`config.mk`:
```
export PLATFORM = sky130hd
export DESIGN_NAME = nor_flash_cmd_ctrl
export DESIGN_NICKNAME = d
export VERILOG_FILES = /design/src/inc/flash_cmd_pkg.sv /design/src/logic/nor_flash_cmd_ctrl.sv /design/src/logic/flash_bus_cycle.sv /design/src/logic/erase_window_timer.sv
export SDC_FILE = /design/constraint.sdc
export NUM_CORES = 1
export LEC_CHECK = 0
export ABC_AREA = 1
export BUFFER_PORTS_ARGS = -buffer_cell sky130_fd_sc_hd__buf_2
export CAP_MARGIN = 40
export CORE_UTILIZATION = 35
export DETAILED_ROUTE_END_ITERATION = 12
export SETUP_SLACK_MARGIN = 0.1
export SLEW_MARGIN = 5
export SYNTH_ARGS = -nofsm -noshare
export SYNTH_HDL_FRONTEND = slang
export SYNTH_SLANG_ARGS = --single-unit
```
`constraint.sdc`:
```
create_clock -name clk -period 2.3 [get_ports clk]
set_clock_uncertainty 0.15 [all_clocks]
set_input_delay 0.345 -clock clk [delete_from_list [all_inputs] [get_ports clk]]
set_output_delay 0.345 -clock clk [all_outputs]
set_load 0.01 [all_outputs]
```
`src/inc/flash_cmd_pkg.sv`:
```
// Purpose: constants and carriers for the parallel nor flash command controller
// Assumes: 16-bit flash bus, 100 MHz controller clock
// Notes:   command bytes and unlock addresses of the flash command set
package flash_cmd_pkg;
  localparam int          CLK_PERIOD_NS   = 10;
  localparam int          ADDR_W          = 22;
  localparam int          DATA_W          = 16;
  localparam logic [11:0] UNLOCK_ADDR1    = 12'h555;
  localparam logic [11:0] UNLOCK_ADDR2    = 12'h2aa;
  localparam logic [7:0]  UNLOCK_DATA1    = 8'haa;
  localparam logic [7:0]  UNLOCK_DATA2    = 8'h55;
  localparam logic [7:0]  CMD_ID_QUERY    = 8'h90;
  localparam logic [7:0]  CMD_SECURE_IN   = 8'h88;
  localparam logic [7:0]  CMD_PROGRAM     = 8'ha0;
  localparam logic [7:0]  CMD_ERASE_SETUP = 8'h80;
  localparam logic [7:0]  CMD_CHIP_ERASE  = 8'h10;
  localparam logic [7:0]  CMD_SECT_ERASE  = 8'h30;
  localparam logic [7:0]  CMD_RESET       = 8'hf0;
  localparam logic [7:0]  CMD_BYPASS      = 8'h20;
  localparam logic [7:0]  CMD_EXIT_DATA   = 8'h00;
  localparam logic [7:0]  CMD_SUSPEND     = 8'hb0;
  localparam logic [7:0]  ID_MANUF_LOW    = 8'h00;
  localparam logic [7:0]  ID_DEVICE_LOW   = 8'h01;
  localparam logic [7:0]  ID_PROTECT_LOW  = 8'h02;
  // sector erase accumulation window
  localparam int          SE_WINDOW_US    = 50;
  localparam int          SE_WINDOW_CYC   = SE_WINDOW_US * 1000 / CLK_PERIOD_NS;
  // bus write/read pulse timing in cycles
  localparam int          WR_SETUP_CYC    = 2;
  localparam int          WR_PULSE_CYC    = 4;
  localparam int          WR_HOLD_CYC     = 2;
  localparam int          RD_ACCESS_CYC   = 10;

  typedef enum logic [3:0] {
    OP_READ, OP_ID_ENTER, OP_ID_READ, OP_SECURE_ENTER, OP_SECURE_EXIT, OP_RESET,
    OP_PROGRAM, OP_BYPASS_ENTER, OP_BYPASS_PROG, OP_BYPASS_EXIT, OP_CHIP_ERASE,
    OP_SECT_ERASE, OP_SECT_ADD, OP_SUSPEND
  } op_t;

  typedef struct packed {
    op_t                 op;
    logic [ADDR_W-1:0]   addr;
    logic [DATA_W-1:0]   data;
  } cmd_req_t;

  typedef struct packed {
    logic [ADDR_W-1:0]   addr;
    logic [DATA_W-1:0]   data;
    logic                rd;
  } bus_cyc_t;

  typedef struct packed {
    logic                id_mode;
    logic                secure_mode;
    logic                bypass_mode;
    logic                suspended;
    logic                window_open;
  } mode_t;
endpackage

```
`src/logic/nor_flash_cmd_ctrl.sv`:
```
// Purpose: host side command controller for a 16-bit parallel nor flash
// Assumes: one request at a time; flash status polled by the user via reads
// Notes:   issues unlock, command and data cycles; tracks the flash's mode
`timescale 1ns/100ps
`default_nettype none
// Contract
// Id query entry only issued in read or erase-suspend read, never while busy.
// Id entry is two unlocks plus query command; reads then repeat freely.
// Id reads at low address 00h and 01h give maker and device codes.
// Id read at sector group with low 02h gives protection flag.
// Id mode ends on reset command, back to read or suspend read.
// Secure region entry three cycles, exit four cycles.
// Word program is two unlocks, set-up, then address and data.
// Flash times program pulses itself; controller just waits on ready.
// After program the flash returns to read; busy shown on ready pin.
// No commands sent while program runs; hardware reset aborts it.
// Program only clears bits; controller does not flag attempts to set bits.
// Unlock bypass entry is two unlocks plus command 20h.
// Bypass program is A0h then address and data, repeatable.
// In bypass only program and exit (90h then 00h) are sent.
// Acceleration pin raised puts flash into bypass automatically.
// Chip erase is six writes ending with chip erase command.
// Flash preprograms before erase; controller sends nothing extra.
// No commands during chip erase; hardware reset aborts it.
// Sector erase is six writes, last carries sector address and 30h.
// More sectors added only while 50 us window still open.
// Other commands in the window cancel the erase; controller avoids that.
// While sector erase runs, only suspend is sent.
// Unlock writes go to 555h then 2AAh.
// Suspend in the window suspends the erase at once.
// Command bytes follow the flash command table.
module nor_flash_cmd_ctrl
  import flash_cmd_pkg::*;
#(
  parameter int WINDOW_CYC = SE_WINDOW_CYC        // shorten for simulation
) (
  input  wire logic              clk,             // system clock
  input  wire logic              sys_rst,         // sync reset
  input  wire logic              req_valid,       // user request
  input  wire cmd_req_t          req,             // operation, address, data
  output logic                   req_ready,       // request taken when high
  output logic                   resp_valid,      // one-cycle completion pulse
  output logic [DATA_W-1:0]      resp_data,       // read data
  output logic                   resp_err,        // request refused
  output mode_t                  mode,            // tracked flash mode
  input  wire logic              accel_req,       // user asks accelerated program
  output logic                   acceleration_pin, // high voltage enable
  output logic                   flash_rst_n,     // hardware reset to flash
  input  wire logic              ready_busy_n_output, // flash ready pin
  output logic                   ce_n,            // chip select
  output logic                   we_n,            // write strobe
  output logic                   oe_n,            // read strobe
  output logic [ADDR_W-1:0]      addr,            // address pins
  output logic [DATA_W-1:0]      dq_o,            // data out
  output logic                   dq_oe_n,         // data enable, low drives
  input  wire logic [DATA_W-1:0] dq_i             // data in
);
  typedef enum logic [2:0] {S_IDLE, S_ISSUE, S_WAIT, S_BUSY, S_DONE} st_t;
  st_t               st_q, st_d;
  logic [2:0]        idx_q, idx_d, len_q, len_d;
  cmd_req_t          cur_q, cur_d;
  mode_t             m_q, m_d;
  logic              err_q, err_d;
  logic              acc_q, acc_d;
  logic              rbn_q;
  logic              start;
  bus_cyc_t          cyc;
  logic              cyc_done, wr_rise;
  logic [DATA_W-1:0] rd_data;
  logic              win_restart, win_clear, win_open, win_margin;

  // address and data of step i of a sequence
  function automatic bus_cyc_t step(input cmd_req_t r, input logic [2:0] i);
    bus_cyc_t c;
    c = '{addr: '0, data: '0, rd: 1'b0};
    unique case (r.op)
      OP_READ, OP_ID_READ: begin
        c.addr = r.addr;
        c.rd   = 1'b1;
      end
      OP_RESET: c.data = {8'h00, CMD_RESET};
      OP_SUSPEND: c.data = {8'h00, CMD_SUSPEND};
      OP_SECT_ADD: begin
        c.addr = r.addr;
        c.data = {8'h00, CMD_SECT_ERASE};
      end
      OP_BYPASS_PROG: begin
        c.addr = r.addr;
        c.data = (i == 3'd0) ? {8'h00, CMD_PROGRAM} : r.data;
      end
      OP_BYPASS_EXIT: c.data = {8'h00, (i == 3'd0) ? CMD_ID_QUERY : CMD_EXIT_DATA};
      default: begin
        // unlock pairs at steps 0,1 and, for erases, 3,4
        if (i == 3'd0 || (i == 3'd3 && r.op inside {OP_CHIP_ERASE, OP_SECT_ERASE})) begin
          c.addr = ADDR_W'(UNLOCK_ADDR1);
          c.data = {8'h00, UNLOCK_DATA1};
        end else if (i == 3'd1 || i == 3'd4) begin
          c.addr = ADDR_W'(UNLOCK_ADDR2);
          c.data = {8'h00, UNLOCK_DATA2};
        end else if (i == 3'd2) begin
          c.addr = ADDR_W'(UNLOCK_ADDR1);
          unique case (r.op)
            OP_ID_ENTER:     c.data = {8'h00, CMD_ID_QUERY};
            OP_SECURE_ENTER: c.data = {8'h00, CMD_SECURE_IN};
            OP_SECURE_EXIT:  c.data = {8'h00, CMD_ID_QUERY};
            OP_PROGRAM:      c.data = {8'h00, CMD_PROGRAM};
            OP_BYPASS_ENTER: c.data = {8'h00, CMD_BYPASS};
            default:         c.data = {8'h00, CMD_ERASE_SETUP};
          endcase
        end else if (r.op == OP_SECURE_EXIT) begin
          c.data = {8'h00, CMD_EXIT_DATA};
        end else if (r.op == OP_PROGRAM) begin
          c.addr = r.addr;
          c.data = r.data;
        end else if (r.op == OP_CHIP_ERASE) begin
          c.addr = ADDR_W'(UNLOCK_ADDR1);
          c.data = {8'h00, CMD_CHIP_ERASE};
        end else begin
          c.addr = r.addr;
          c.data = {8'h00, CMD_SECT_ERASE};
        end
      end
    endcase
    return c;
  endfunction

  function automatic logic [2:0] seq_len(input op_t op);
    unique case (op)
      OP_READ, OP_ID_READ, OP_RESET, OP_SUSPEND, OP_SECT_ADD: seq_len = 3'd1;
      OP_BYPASS_PROG, OP_BYPASS_EXIT:                         seq_len = 3'd2;
      OP_ID_ENTER, OP_SECURE_ENTER, OP_BYPASS_ENTER:          seq_len = 3'd3;
      OP_SECURE_EXIT, OP_PROGRAM:                             seq_len = 3'd4;
      default:                                                seq_len = 3'd6;
    endcase
  endfunction

  // legality against the tracked mode
  function automatic logic allowed(input op_t op, input mode_t m, input logic busy);
    logic bp;
    bp = m.bypass_mode;
    if (m.window_open) allowed = (op == OP_SECT_ADD) || (op == OP_SUSPEND) || (op == OP_READ);
    else if (busy) allowed = (op == OP_READ);
    else if (bp) allowed = (op == OP_BYPASS_PROG) || (op == OP_BYPASS_EXIT) || (op == OP_READ);
    else if (m.id_mode) allowed = (op == OP_ID_READ) || (op == OP_RESET);
    else unique case (op)
      OP_ID_ENTER, OP_READ, OP_RESET, OP_PROGRAM: allowed = 1'b1;
      OP_SECURE_ENTER, OP_BYPASS_ENTER, OP_CHIP_ERASE, OP_SECT_ERASE:
        allowed = !m.suspended;
      OP_SECURE_EXIT: allowed = m.secure_mode;
      default: allowed = 1'b0;
    endcase
  endfunction

  flash_bus_cycle u_bus (
    .clk     (clk),
    .sys_rst (sys_rst),
    .start   (start),
    .cyc     (cyc),
    .done    (cyc_done),
    .wr_rise (wr_rise),
    .rd_data (rd_data),
    .ce_n    (ce_n),
    .we_n    (we_n),
    .oe_n    (oe_n),
    .addr    (addr),
    .dq_o    (dq_o),
    .dq_oe_n (dq_oe_n),
    .dq_i    (dq_i)
  );

  erase_window_timer #(.WINDOW_CYC(WINDOW_CYC)) u_win (
    .clk       (clk),
    .sys_rst   (sys_rst),
    .restart   (win_restart),
    .clear     (win_clear),
    .open_o    (win_open),
    .margin_ok (win_margin)
  );

  assign cyc         = step(cur_q, idx_q);
  assign start       = (st_q == S_ISSUE);
  assign req_ready   = (st_q == S_IDLE);
  assign win_restart = wr_rise && (idx_q == len_q - 3'd1) &&
                       (cur_q.op == OP_SECT_ERASE || cur_q.op == OP_SECT_ADD);
  assign win_clear   = wr_rise && (cur_q.op == OP_SUSPEND);

  always_comb begin
    st_d  = st_q;
    idx_d = idx_q;
    len_d = len_q;
    cur_d = cur_q;
    m_d   = m_q;
    err_d = 1'b0;
    acc_d = accel_req;
    m_d.window_open = win_open || win_restart;
    if (accel_req) m_d.bypass_mode = 1'b1;
    unique case (st_q)
      S_IDLE: if (req_valid) begin
        cur_d = req;
        idx_d = 3'd0;
        len_d = seq_len(req.op);
        if (!allowed(req.op, m_q, !rbn_q) ||
            (req.op == OP_SECT_ADD && !win_margin)) begin
          err_d = 1'b1;
          st_d  = S_DONE;
        end else st_d = S_ISSUE;
      end
      S_ISSUE: st_d = S_WAIT;
      S_WAIT: if (cyc_done) begin
        if (idx_q == len_q - 3'd1) begin
          st_d = S_DONE;
          unique case (cur_q.op)
            OP_ID_ENTER:     m_d.id_mode = 1'b1;
            OP_RESET:        m_d.id_mode = 1'b0;
            OP_SECURE_ENTER: m_d.secure_mode = 1'b1;
            OP_SECURE_EXIT:  m_d.secure_mode = 1'b0;
            OP_BYPASS_ENTER: m_d.bypass_mode = 1'b1;
            OP_BYPASS_EXIT:  m_d.bypass_mode = accel_req;
            OP_SUSPEND:      m_d.suspended = 1'b1;
            OP_PROGRAM, OP_BYPASS_PROG, OP_CHIP_ERASE: st_d = S_BUSY;
            default: ;
          endcase
        end else begin
          idx_d = idx_q + 3'd1;
          st_d  = S_ISSUE;
        end
      end
      S_BUSY: if (rbn_q && !cyc_done) st_d = S_DONE;
      S_DONE: st_d = S_IDLE;
      default: st_d = S_IDLE;
    endcase
  end

  always_ff @(posedge clk) begin
    if (sys_rst) begin
      st_q  <= S_IDLE;
      idx_q <= 3'd0;
      len_q <= 3'd1;
      cur_q <= '0;
      m_q   <= '0;
      err_q <= 1'b0;
      acc_q <= 1'b0;
      rbn_q <= 1'b1;
    end else begin
      st_q  <= st_d;
      idx_q <= idx_d;
      len_q <= len_d;
      cur_q <= cur_d;
      m_q   <= m_d;
      err_q <= err_d || (st_d == S_DONE && err_q);
      acc_q <= acc_d;
      rbn_q <= ready_busy_n_output;
    end
  end

  // busy wait needs a settle cycle before ready is trusted
  assign resp_valid       = (st_q == S_DONE);
  assign resp_err         = err_q;
  assign resp_data        = rd_data;
  assign mode             = m_q;
  assign acceleration_pin = acc_q;
  assign flash_rst_n      = !sys_rst;

  a_no_cmd_busy: assert property (@(posedge clk) disable iff (sys_rst)
    (start && !rbn_q) |-> cyc.rd) else $error("write issued while flash busy");
  a_id_entry_mode: assert property (@(posedge clk) disable iff (sys_rst)
    (st_q == S_WAIT && cyc_done && cur_q.op == OP_ID_ENTER && idx_q == 3'd2) |=> m_q.id_mode)
    else $error("id mode not tracked");
  a_unlock_addr: assert property (@(posedge clk) disable iff (sys_rst)
    (start && idx_q == 3'd1 && cur_q.op == OP_PROGRAM) |-> cyc.addr[11:0] == UNLOCK_ADDR2)
    else $error("second unlock address wrong");
  a_prog_data: assert property (@(posedge clk) disable iff (sys_rst)
    (start && idx_q == 3'd3 && cur_q.op == OP_PROGRAM) |-> cyc.data == cur_q.data)
    else $error("program data not on fourth write");
  a_bypass_cmd: assert property (@(posedge clk) disable iff (sys_rst)
    (start && idx_q == 3'd0 && cur_q.op == OP_BYPASS_PROG) |-> cyc.data[7:0] == CMD_PROGRAM)
    else $error("bypass program command wrong");
  a_window_only: assert property (@(posedge clk) disable iff (sys_rst)
    (start && m_q.window_open) |-> (cur_q.op inside {OP_SECT_ADD, OP_SUSPEND, OP_READ}))
    else $error("foreign command in erase window");
  a_sect_last: assert property (@(posedge clk) disable iff (sys_rst)
    (start && idx_q == 3'd5 && cur_q.op == OP_SECT_ERASE) |-> cyc.data[7:0] == CMD_SECT_ERASE)
    else $error("sector erase command wrong");
  a_reset_exits: assert property (@(posedge clk) disable iff (sys_rst)
    (st_q == S_WAIT && cyc_done && cur_q.op == OP_RESET) |=> !m_q.id_mode)
    else $error("reset did not leave id mode");
endmodule
`default_nettype wire

```
`src/logic/flash_bus_cycle.sv`:
```
// Purpose: one asynchronous flash bus cycle (write or read) from the clock
// Assumes: strobes active low, data bus tristated while reading
// Notes:   write data latched by the flash on the rising write strobe
`timescale 1ns/100ps
`default_nettype none
module flash_bus_cycle
  import flash_cmd_pkg::*;
(
  input  wire logic              clk,       // system clock
  input  wire logic              sys_rst,   // sync reset
  input  wire logic              start,     // begin one cycle
  input  wire bus_cyc_t          cyc,       // address, data, direction
  output logic                   done,      // one-cycle pulse at end
  output logic                   wr_rise,   // pulse on rising write strobe
  output logic [DATA_W-1:0]      rd_data,   // captured read data
  output logic                   ce_n,      // chip select
  output logic                   we_n,      // write strobe
  output logic                   oe_n,      // read strobe
  output logic [ADDR_W-1:0]      addr,      // address pins
  output logic [DATA_W-1:0]      dq_o,      // data out
  output logic                   dq_oe_n,   // data enable, low drives
  input  wire logic [DATA_W-1:0] dq_i       // data in
);
  typedef enum logic [2:0] {B_IDLE, B_SETUP, B_PULSE, B_HOLD, B_READ} bst_t;
  bst_t                bst_q, bst_d;
  logic [7:0]          cnt_q, cnt_d;
  logic                rd_q, rd_d;
  logic [ADDR_W-1:0]   addr_q, addr_d;
  logic [DATA_W-1:0]   dat_q, dat_d, rdd_q, rdd_d;

  always_comb begin
    bst_d   = bst_q;
    cnt_d   = cnt_q;
    rd_d    = rd_q;
    addr_d  = addr_q;
    dat_d   = dat_q;
    rdd_d   = rdd_q;
    done    = 1'b0;
    wr_rise = 1'b0;
    unique case (bst_q)
      B_IDLE: if (start) begin
        addr_d = cyc.addr;
        dat_d  = cyc.data;
        rd_d   = cyc.rd;
        cnt_d  = 8'(WR_SETUP_CYC);
        bst_d  = cyc.rd ? B_READ : B_SETUP;
        if (cyc.rd) cnt_d = 8'(RD_ACCESS_CYC);
      end
      B_SETUP: if (cnt_q == 8'h01) begin
        cnt_d = 8'(WR_PULSE_CYC);
        bst_d = B_PULSE;
      end else cnt_d = cnt_q - 8'h01;
      B_PULSE: if (cnt_q == 8'h01) begin
        cnt_d   = 8'(WR_HOLD_CYC);
        bst_d   = B_HOLD;
        wr_rise = 1'b1;
      end else cnt_d = cnt_q - 8'h01;
      B_HOLD: if (cnt_q == 8'h01) begin
        bst_d = B_IDLE;
        done  = 1'b1;
      end else cnt_d = cnt_q - 8'h01;
      B_READ: if (cnt_q == 8'h01) begin
        rdd_d = dq_i;
        bst_d = B_IDLE;
        done  = 1'b1;
      end else cnt_d = cnt_q - 8'h01;
    endcase
  end

  always_ff @(posedge clk) begin
    if (sys_rst) begin
      bst_q  <= B_IDLE;
      cnt_q  <= 8'h00;
      rd_q   <= 1'b0;
      addr_q <= '0;
      dat_q  <= '0;
      rdd_q  <= '0;
    end else begin
      bst_q  <= bst_d;
      cnt_q  <= cnt_d;
      rd_q   <= rd_d;
      addr_q <= addr_d;
      dat_q  <= dat_d;
      rdd_q  <= rdd_d;
    end
  end

  assign ce_n    = (bst_q == B_IDLE);
  assign we_n    = (bst_q != B_PULSE);
  assign oe_n    = (bst_q != B_READ);
  assign addr    = addr_q;
  assign dq_o    = dat_q;
  assign dq_oe_n = (bst_q == B_IDLE) || rd_q;
  assign rd_data = rdd_q;
endmodule
`default_nettype wire

```
`src/logic/erase_window_timer.sv`:
```
// Purpose: tracks the sector erase accumulation window since the last write
// Assumes: restart pulses on the rising strobe of each write carrying a sector address and 30h
// Notes:   open_o falls on expiry or clear and stays low until the next restart
`timescale 1ns/100ps
`default_nettype none
module erase_window_timer #(
  parameter int WINDOW_CYC = 5000       // window length in clock cycles
) (
  input  wire logic clk,                // system clock
  input  wire logic sys_rst,            // sync reset
  input  wire logic restart,            // start or restart window
  input  wire logic clear,              // close window without expiry
  output logic      open_o,             // window is running
  output logic      margin_ok           // still room for another write
);
  localparam int CW = $clog2(WINDOW_CYC + 1);
  localparam int MARGIN = WINDOW_CYC / 5;
  logic [CW-1:0] cnt_q, cnt_d;

  always_comb begin
    cnt_d = cnt_q;
    if (restart) cnt_d = CW'(WINDOW_CYC);
    else if (clear) cnt_d = '0;
    else if (cnt_q != '0) cnt_d = cnt_q - CW'(1);
  end

  always_ff @(posedge clk) begin
    if (sys_rst) cnt_q <= '0;
    else cnt_q <= cnt_d;
  end

  assign open_o    = (cnt_q != '0);
  assign margin_ok = (cnt_q > CW'(MARGIN));
endmodule
`default_nettype wire

```
==> impl_metrics.env <==
export IMPL_slew_viol_final=0
export IMPL_die_area_mm2=0.0181
export IMPL_synth_seq_area_share_pct=44.9
export IMPL_status="finished, final reports clean"
export IMPL_critPathMaxFanout=8
export IMPL_h_tree_depth=4
export IMPL_finalSetupViolCount=0
export IMPL_path_clk_slew_ns=0.06
export IMPL_max_stage_delay_ns=0.37
export IMPL_timing_fmax_mhz=492
export IMPL_die_y_um=135
export IMPL_irDropWorstVdd_uv=540
export IMPL_antenna_found_initial=0
export IMPL_root_buffer="clkbuf_16"
export IMPL_met2_length_um=7000
export IMPL_wl_um=16100
export IMPL_mostFrequentLayoutCells="199 x nand2_1, 135 x dfxtp_1, 130 x buf_2, 113 x nor2_1, 90 x a21oi_1"
export IMPL_post_route_period_util_pct=88.3
export IMPL_cellPowerDensity_mw_per_mm2=979
export IMPL_power_switching_mw=2.72
export IMPL_combPwrFrac_pct=29.1
export IMPL_hold_class="in2reg"
export IMPL_met3_length_um=763
export IMPL_grt_pass1_wl_um=26000
export IMPL_wl_per_cell_um=12.7
export IMPL_clkPwrFrac_pct=32.9
export IMPL_synth_xor_area_share_pct=1.71
export IMPL_p_sw_share_pct=34.9
export IMPL_critPathKind="reg2reg"
export IMPL_ioPinCount=131
export IMPL_layout_commonest_cell="nand2_1"
export IMPL_cp_top_family="simple AND/OR/NAND/NOR gates"
export IMPL_synthMuxAreaShare_pct=0
export IMPL_ys_types=41
export IMPL_synth_fp_nets=952
export IMPL_drive_gt1_share_pct=20.1
export IMPL_worstPathCellList="inv_1 -> ha_1 -> nand2_1 -> inv_1 -> nor2_2 -> nand2_1 -> nand2_1 -> inv_1 -> nor3_4 -> buf_12 -> nand2_1 -> a21oi_1"
export IMPL_yosys_warnings=0
export IMPL_area_growth_synth_to_final_pct=29.1
export IMPL_rsz0062_at_grt="no"
export IMPL_postLayoutCoreUtil_pct=46.1
export IMPL_drtAntennaViolNets=0
export IMPL_antenna_cells=0
export IMPL_track_usage_pct=18.1
export IMPL_finalNetCount=1108
export IMPL_tightest_slew_ns=0.691
export IMPL_synth_top_family_by_area="simple AND/OR/NAND/NOR gates"
export IMPL_synth_compound_area_share_pct=18.8
export IMPL_io_buffers=130
export IMPL_synthSimpleGateAreaFrac_pct=24.7
export IMPL_num_rows=48
export IMPL_synthesis_area_mm2=0.00615
export IMPL_numCtsBuffers=17
export IMPL_async_reset_ff_share_pct=0
export IMPL_placed_area_mm2=0.00714
export IMPL_synth_adder_area_share_pct=1.83
export IMPL_grt_pass1_vias=5305
export IMPL_dr_pass1_iters=4
export IMPL_vias=5992
export IMPL_grt_max_degree=63
export IMPL_place_congestion=0.893
export IMPL_detail_route_iter0_violations=299
export IMPL_initial_core_util_pct=35.7
export IMPL_top_layer_used="met4"
export IMPL_hold_viol_final=0
export IMPL_critPathBufInv=4
export IMPL_cp_common_cell="nand2_1"
export IMPL_final_area_mm2=0.00795
export IMPL_cp_slowest_cell="dfxtp_2"
export IMPL_clock_sinks=138
export IMPL_setup_tns_ns=0
export IMPL_intPower_mw=5.06
export IMPL_timing_final_crit_period_ns=2.03
export IMPL_wirelength_met1_um=8130
export IMPL_pwr_share_seq_pct=38.0
export IMPL_max_cap_violations=0
export IMPL_drc=0
export IMPL_viasPerCell=4.70
export IMPL_syn_inst=880
export IMPL_critPathRequiredTime_ns=2.49
export IMPL_synth_seq_cells=138
export IMPL_p_leak_nw=3.67
export IMPL_synth_edf_count=0
export IMPL_insertion_delay_ns=0.42
export IMPL_cts_buffer_depth=2
export IMPL_critPathLaunchType="register"
export IMPL_max_slew_margin_pct=53.9
export IMPL_overflow=0
export IMPL_cp_arrival_ns=2.22
export IMPL_syn_avg_cell_area_um2=6.99
export IMPL_synthFlopType="dfxtp_1"
export IMPL_dp_hpwl_um=11200
export IMPL_tritoncts="built"
export IMPL_core_area_mm2=0.0172
export IMPL_die_w_um=135
export IMPL_cp_end_kind="register"
cell usage after synthesis, types with 2 or more instances:
library cell	instances	share of area, %
or2_2	4	0.41
clkbuf_1	28	1.7
a211oi_1	3	0.37
nor2_4	2	0.37
o21ai_0	88	7.2
nand3_1	30	2.4
inv_1	91	5.5
nor3_1	10	0.81
o21ai_1	14	1.1
nand2_1	200	12
xnor2_1	4	0.57
a21oi_1	90	7.3
a31oi_1	12	1.2
nand4_1	3	0.30
dfxtp_1	138	45
xor2_1	8	1.1
inv_2	3	0.18
nor2_2	2	0.20
nor2_1	117	7.1
o211ai_1	3	0.37
ha_1	9	1.8
clkinv_1	2	0.12
logic make-up (layout without fill, tap and decap cells):
| logic type | Yosys count | count (layout) |
|---|---|---|
| AOI/OAI and AO/OA | 219 | 219 |
| xor gates and xnor gates | 12 | 12 |
| adders and majority gates | 9 | 9 |
| buffers and inverters | 128 | 297 |
| DFF | 138 | 138 |
| and+or+nand+nor | 374 | 374 |
worst reg2reg max path: stages (launching register included):
cell and delay (ns):
dfxtp_2 0.37, inv_1 0.08, ha_1 0.20, nand2_1 0.12, inv_1 0.09, nor2_2 0.13
nand2_1 0.08, nand2_1 0.09, inv_1 0.08, nor3_4 0.23, buf_12 0.15, nand2_1 0.05
a21oi_1 0.14
area by class of cell:
cell class | instances | area, µm²
fillers | 1772 | 9290
multi-input cells | 614 | 2930
flip-flops and latches | 138 | 2770
repair buffers | 169 | 1050
clock buffers | 18 | 429
inverters | 96 | 364
well taps | 225 | 282
clock inverters | 14 | 125
power groups by stage:
| stage | clock network, mW | registers (mW) | logic, mW |
|---|---|---|---|
| 2_1_floorplan | 0 | 2.99 | 1.62 |
| 3_3_place_gp | 0 | 3.01 | 2.22 |
| 3_5_place_dp | 0 | 3.01 | 2.22 |
| 4_1_cts | 2.62 | 2.96 | 2.25 |
| 5_1_grt | 2.73 | 3.01 | 2.62 |
| 6_report | 2.56 | 2.96 | 2.26 |
registers in the layout, summed over array words and instances (netlist names):
signal / cells
u_bus.dq_o: 16
u_bus.addr: 22
cur_q: 42
mode: 5
u_bus.cnt_q: 8
u_bus.rd_data: 16
resp_err: 1
idx_q: 3
st_q: 3
rbn_q: 1
u_win.cnt_q: 13
len_q: 3
u_bus.rd_q: 1
acceleration_pin: 1
u_bus.bst_q: 3
worst paths after layout:
path / slack, ns / cells past startpoint / to / startpoint
worst min register to register: 0.30 / 2 / cur_q[30] / cur_q[30]
worst max-delay path: 0.27 / 12 / u_bus.dq_o[12] / idx_q[0]
worst max register to register: 0.27 / 12 / u_bus.dq_o[12] / idx_q[0]
worst min-delay path: 0.02 / 3 / cur_q[9] / req[9]
metal layers:
metal / GRT usage [%] / up-vias
li1: - / 3164
met1: 25.1 / 2652
met3: 3.45 / 20
met5: 0 / -
met2: 28.0 / 156
met4: 6.80 / 0
per-stage QoR:
| stage | setup slack [ns] | hold slack, ns | power, mW | cells |
|---|---|---|---|---|
| floorplan | 0.362 | 0.275 | 4.61 | 880 |
| global placement | 0.146 | 0.292 | 5.23 | 1222 |
| detailed placement | 0.0574 | 0.299 | 5.23 | 1222 |
| CTS | 0.129 | 0.000396 | 7.83 | 1273 |
| global route | 0.111 | 0.00944 | 8.36 | 1274 |
| finish | 0.268 | 0.0217 | 7.78 | 1274 |
repair_timing:
action / 4_1_cts / 5_1_grt
hold buffers: 18 / 0
setup buffers: 1 / 1
gates resized for setup: 1 / 12
hold endpoints to repair: 18 / 0
endpoints found under the setup margin: 8 / 62
gates cloned: 0 / 0
pin swaps: 1 / 0
(Power assumes the default switching activity.)
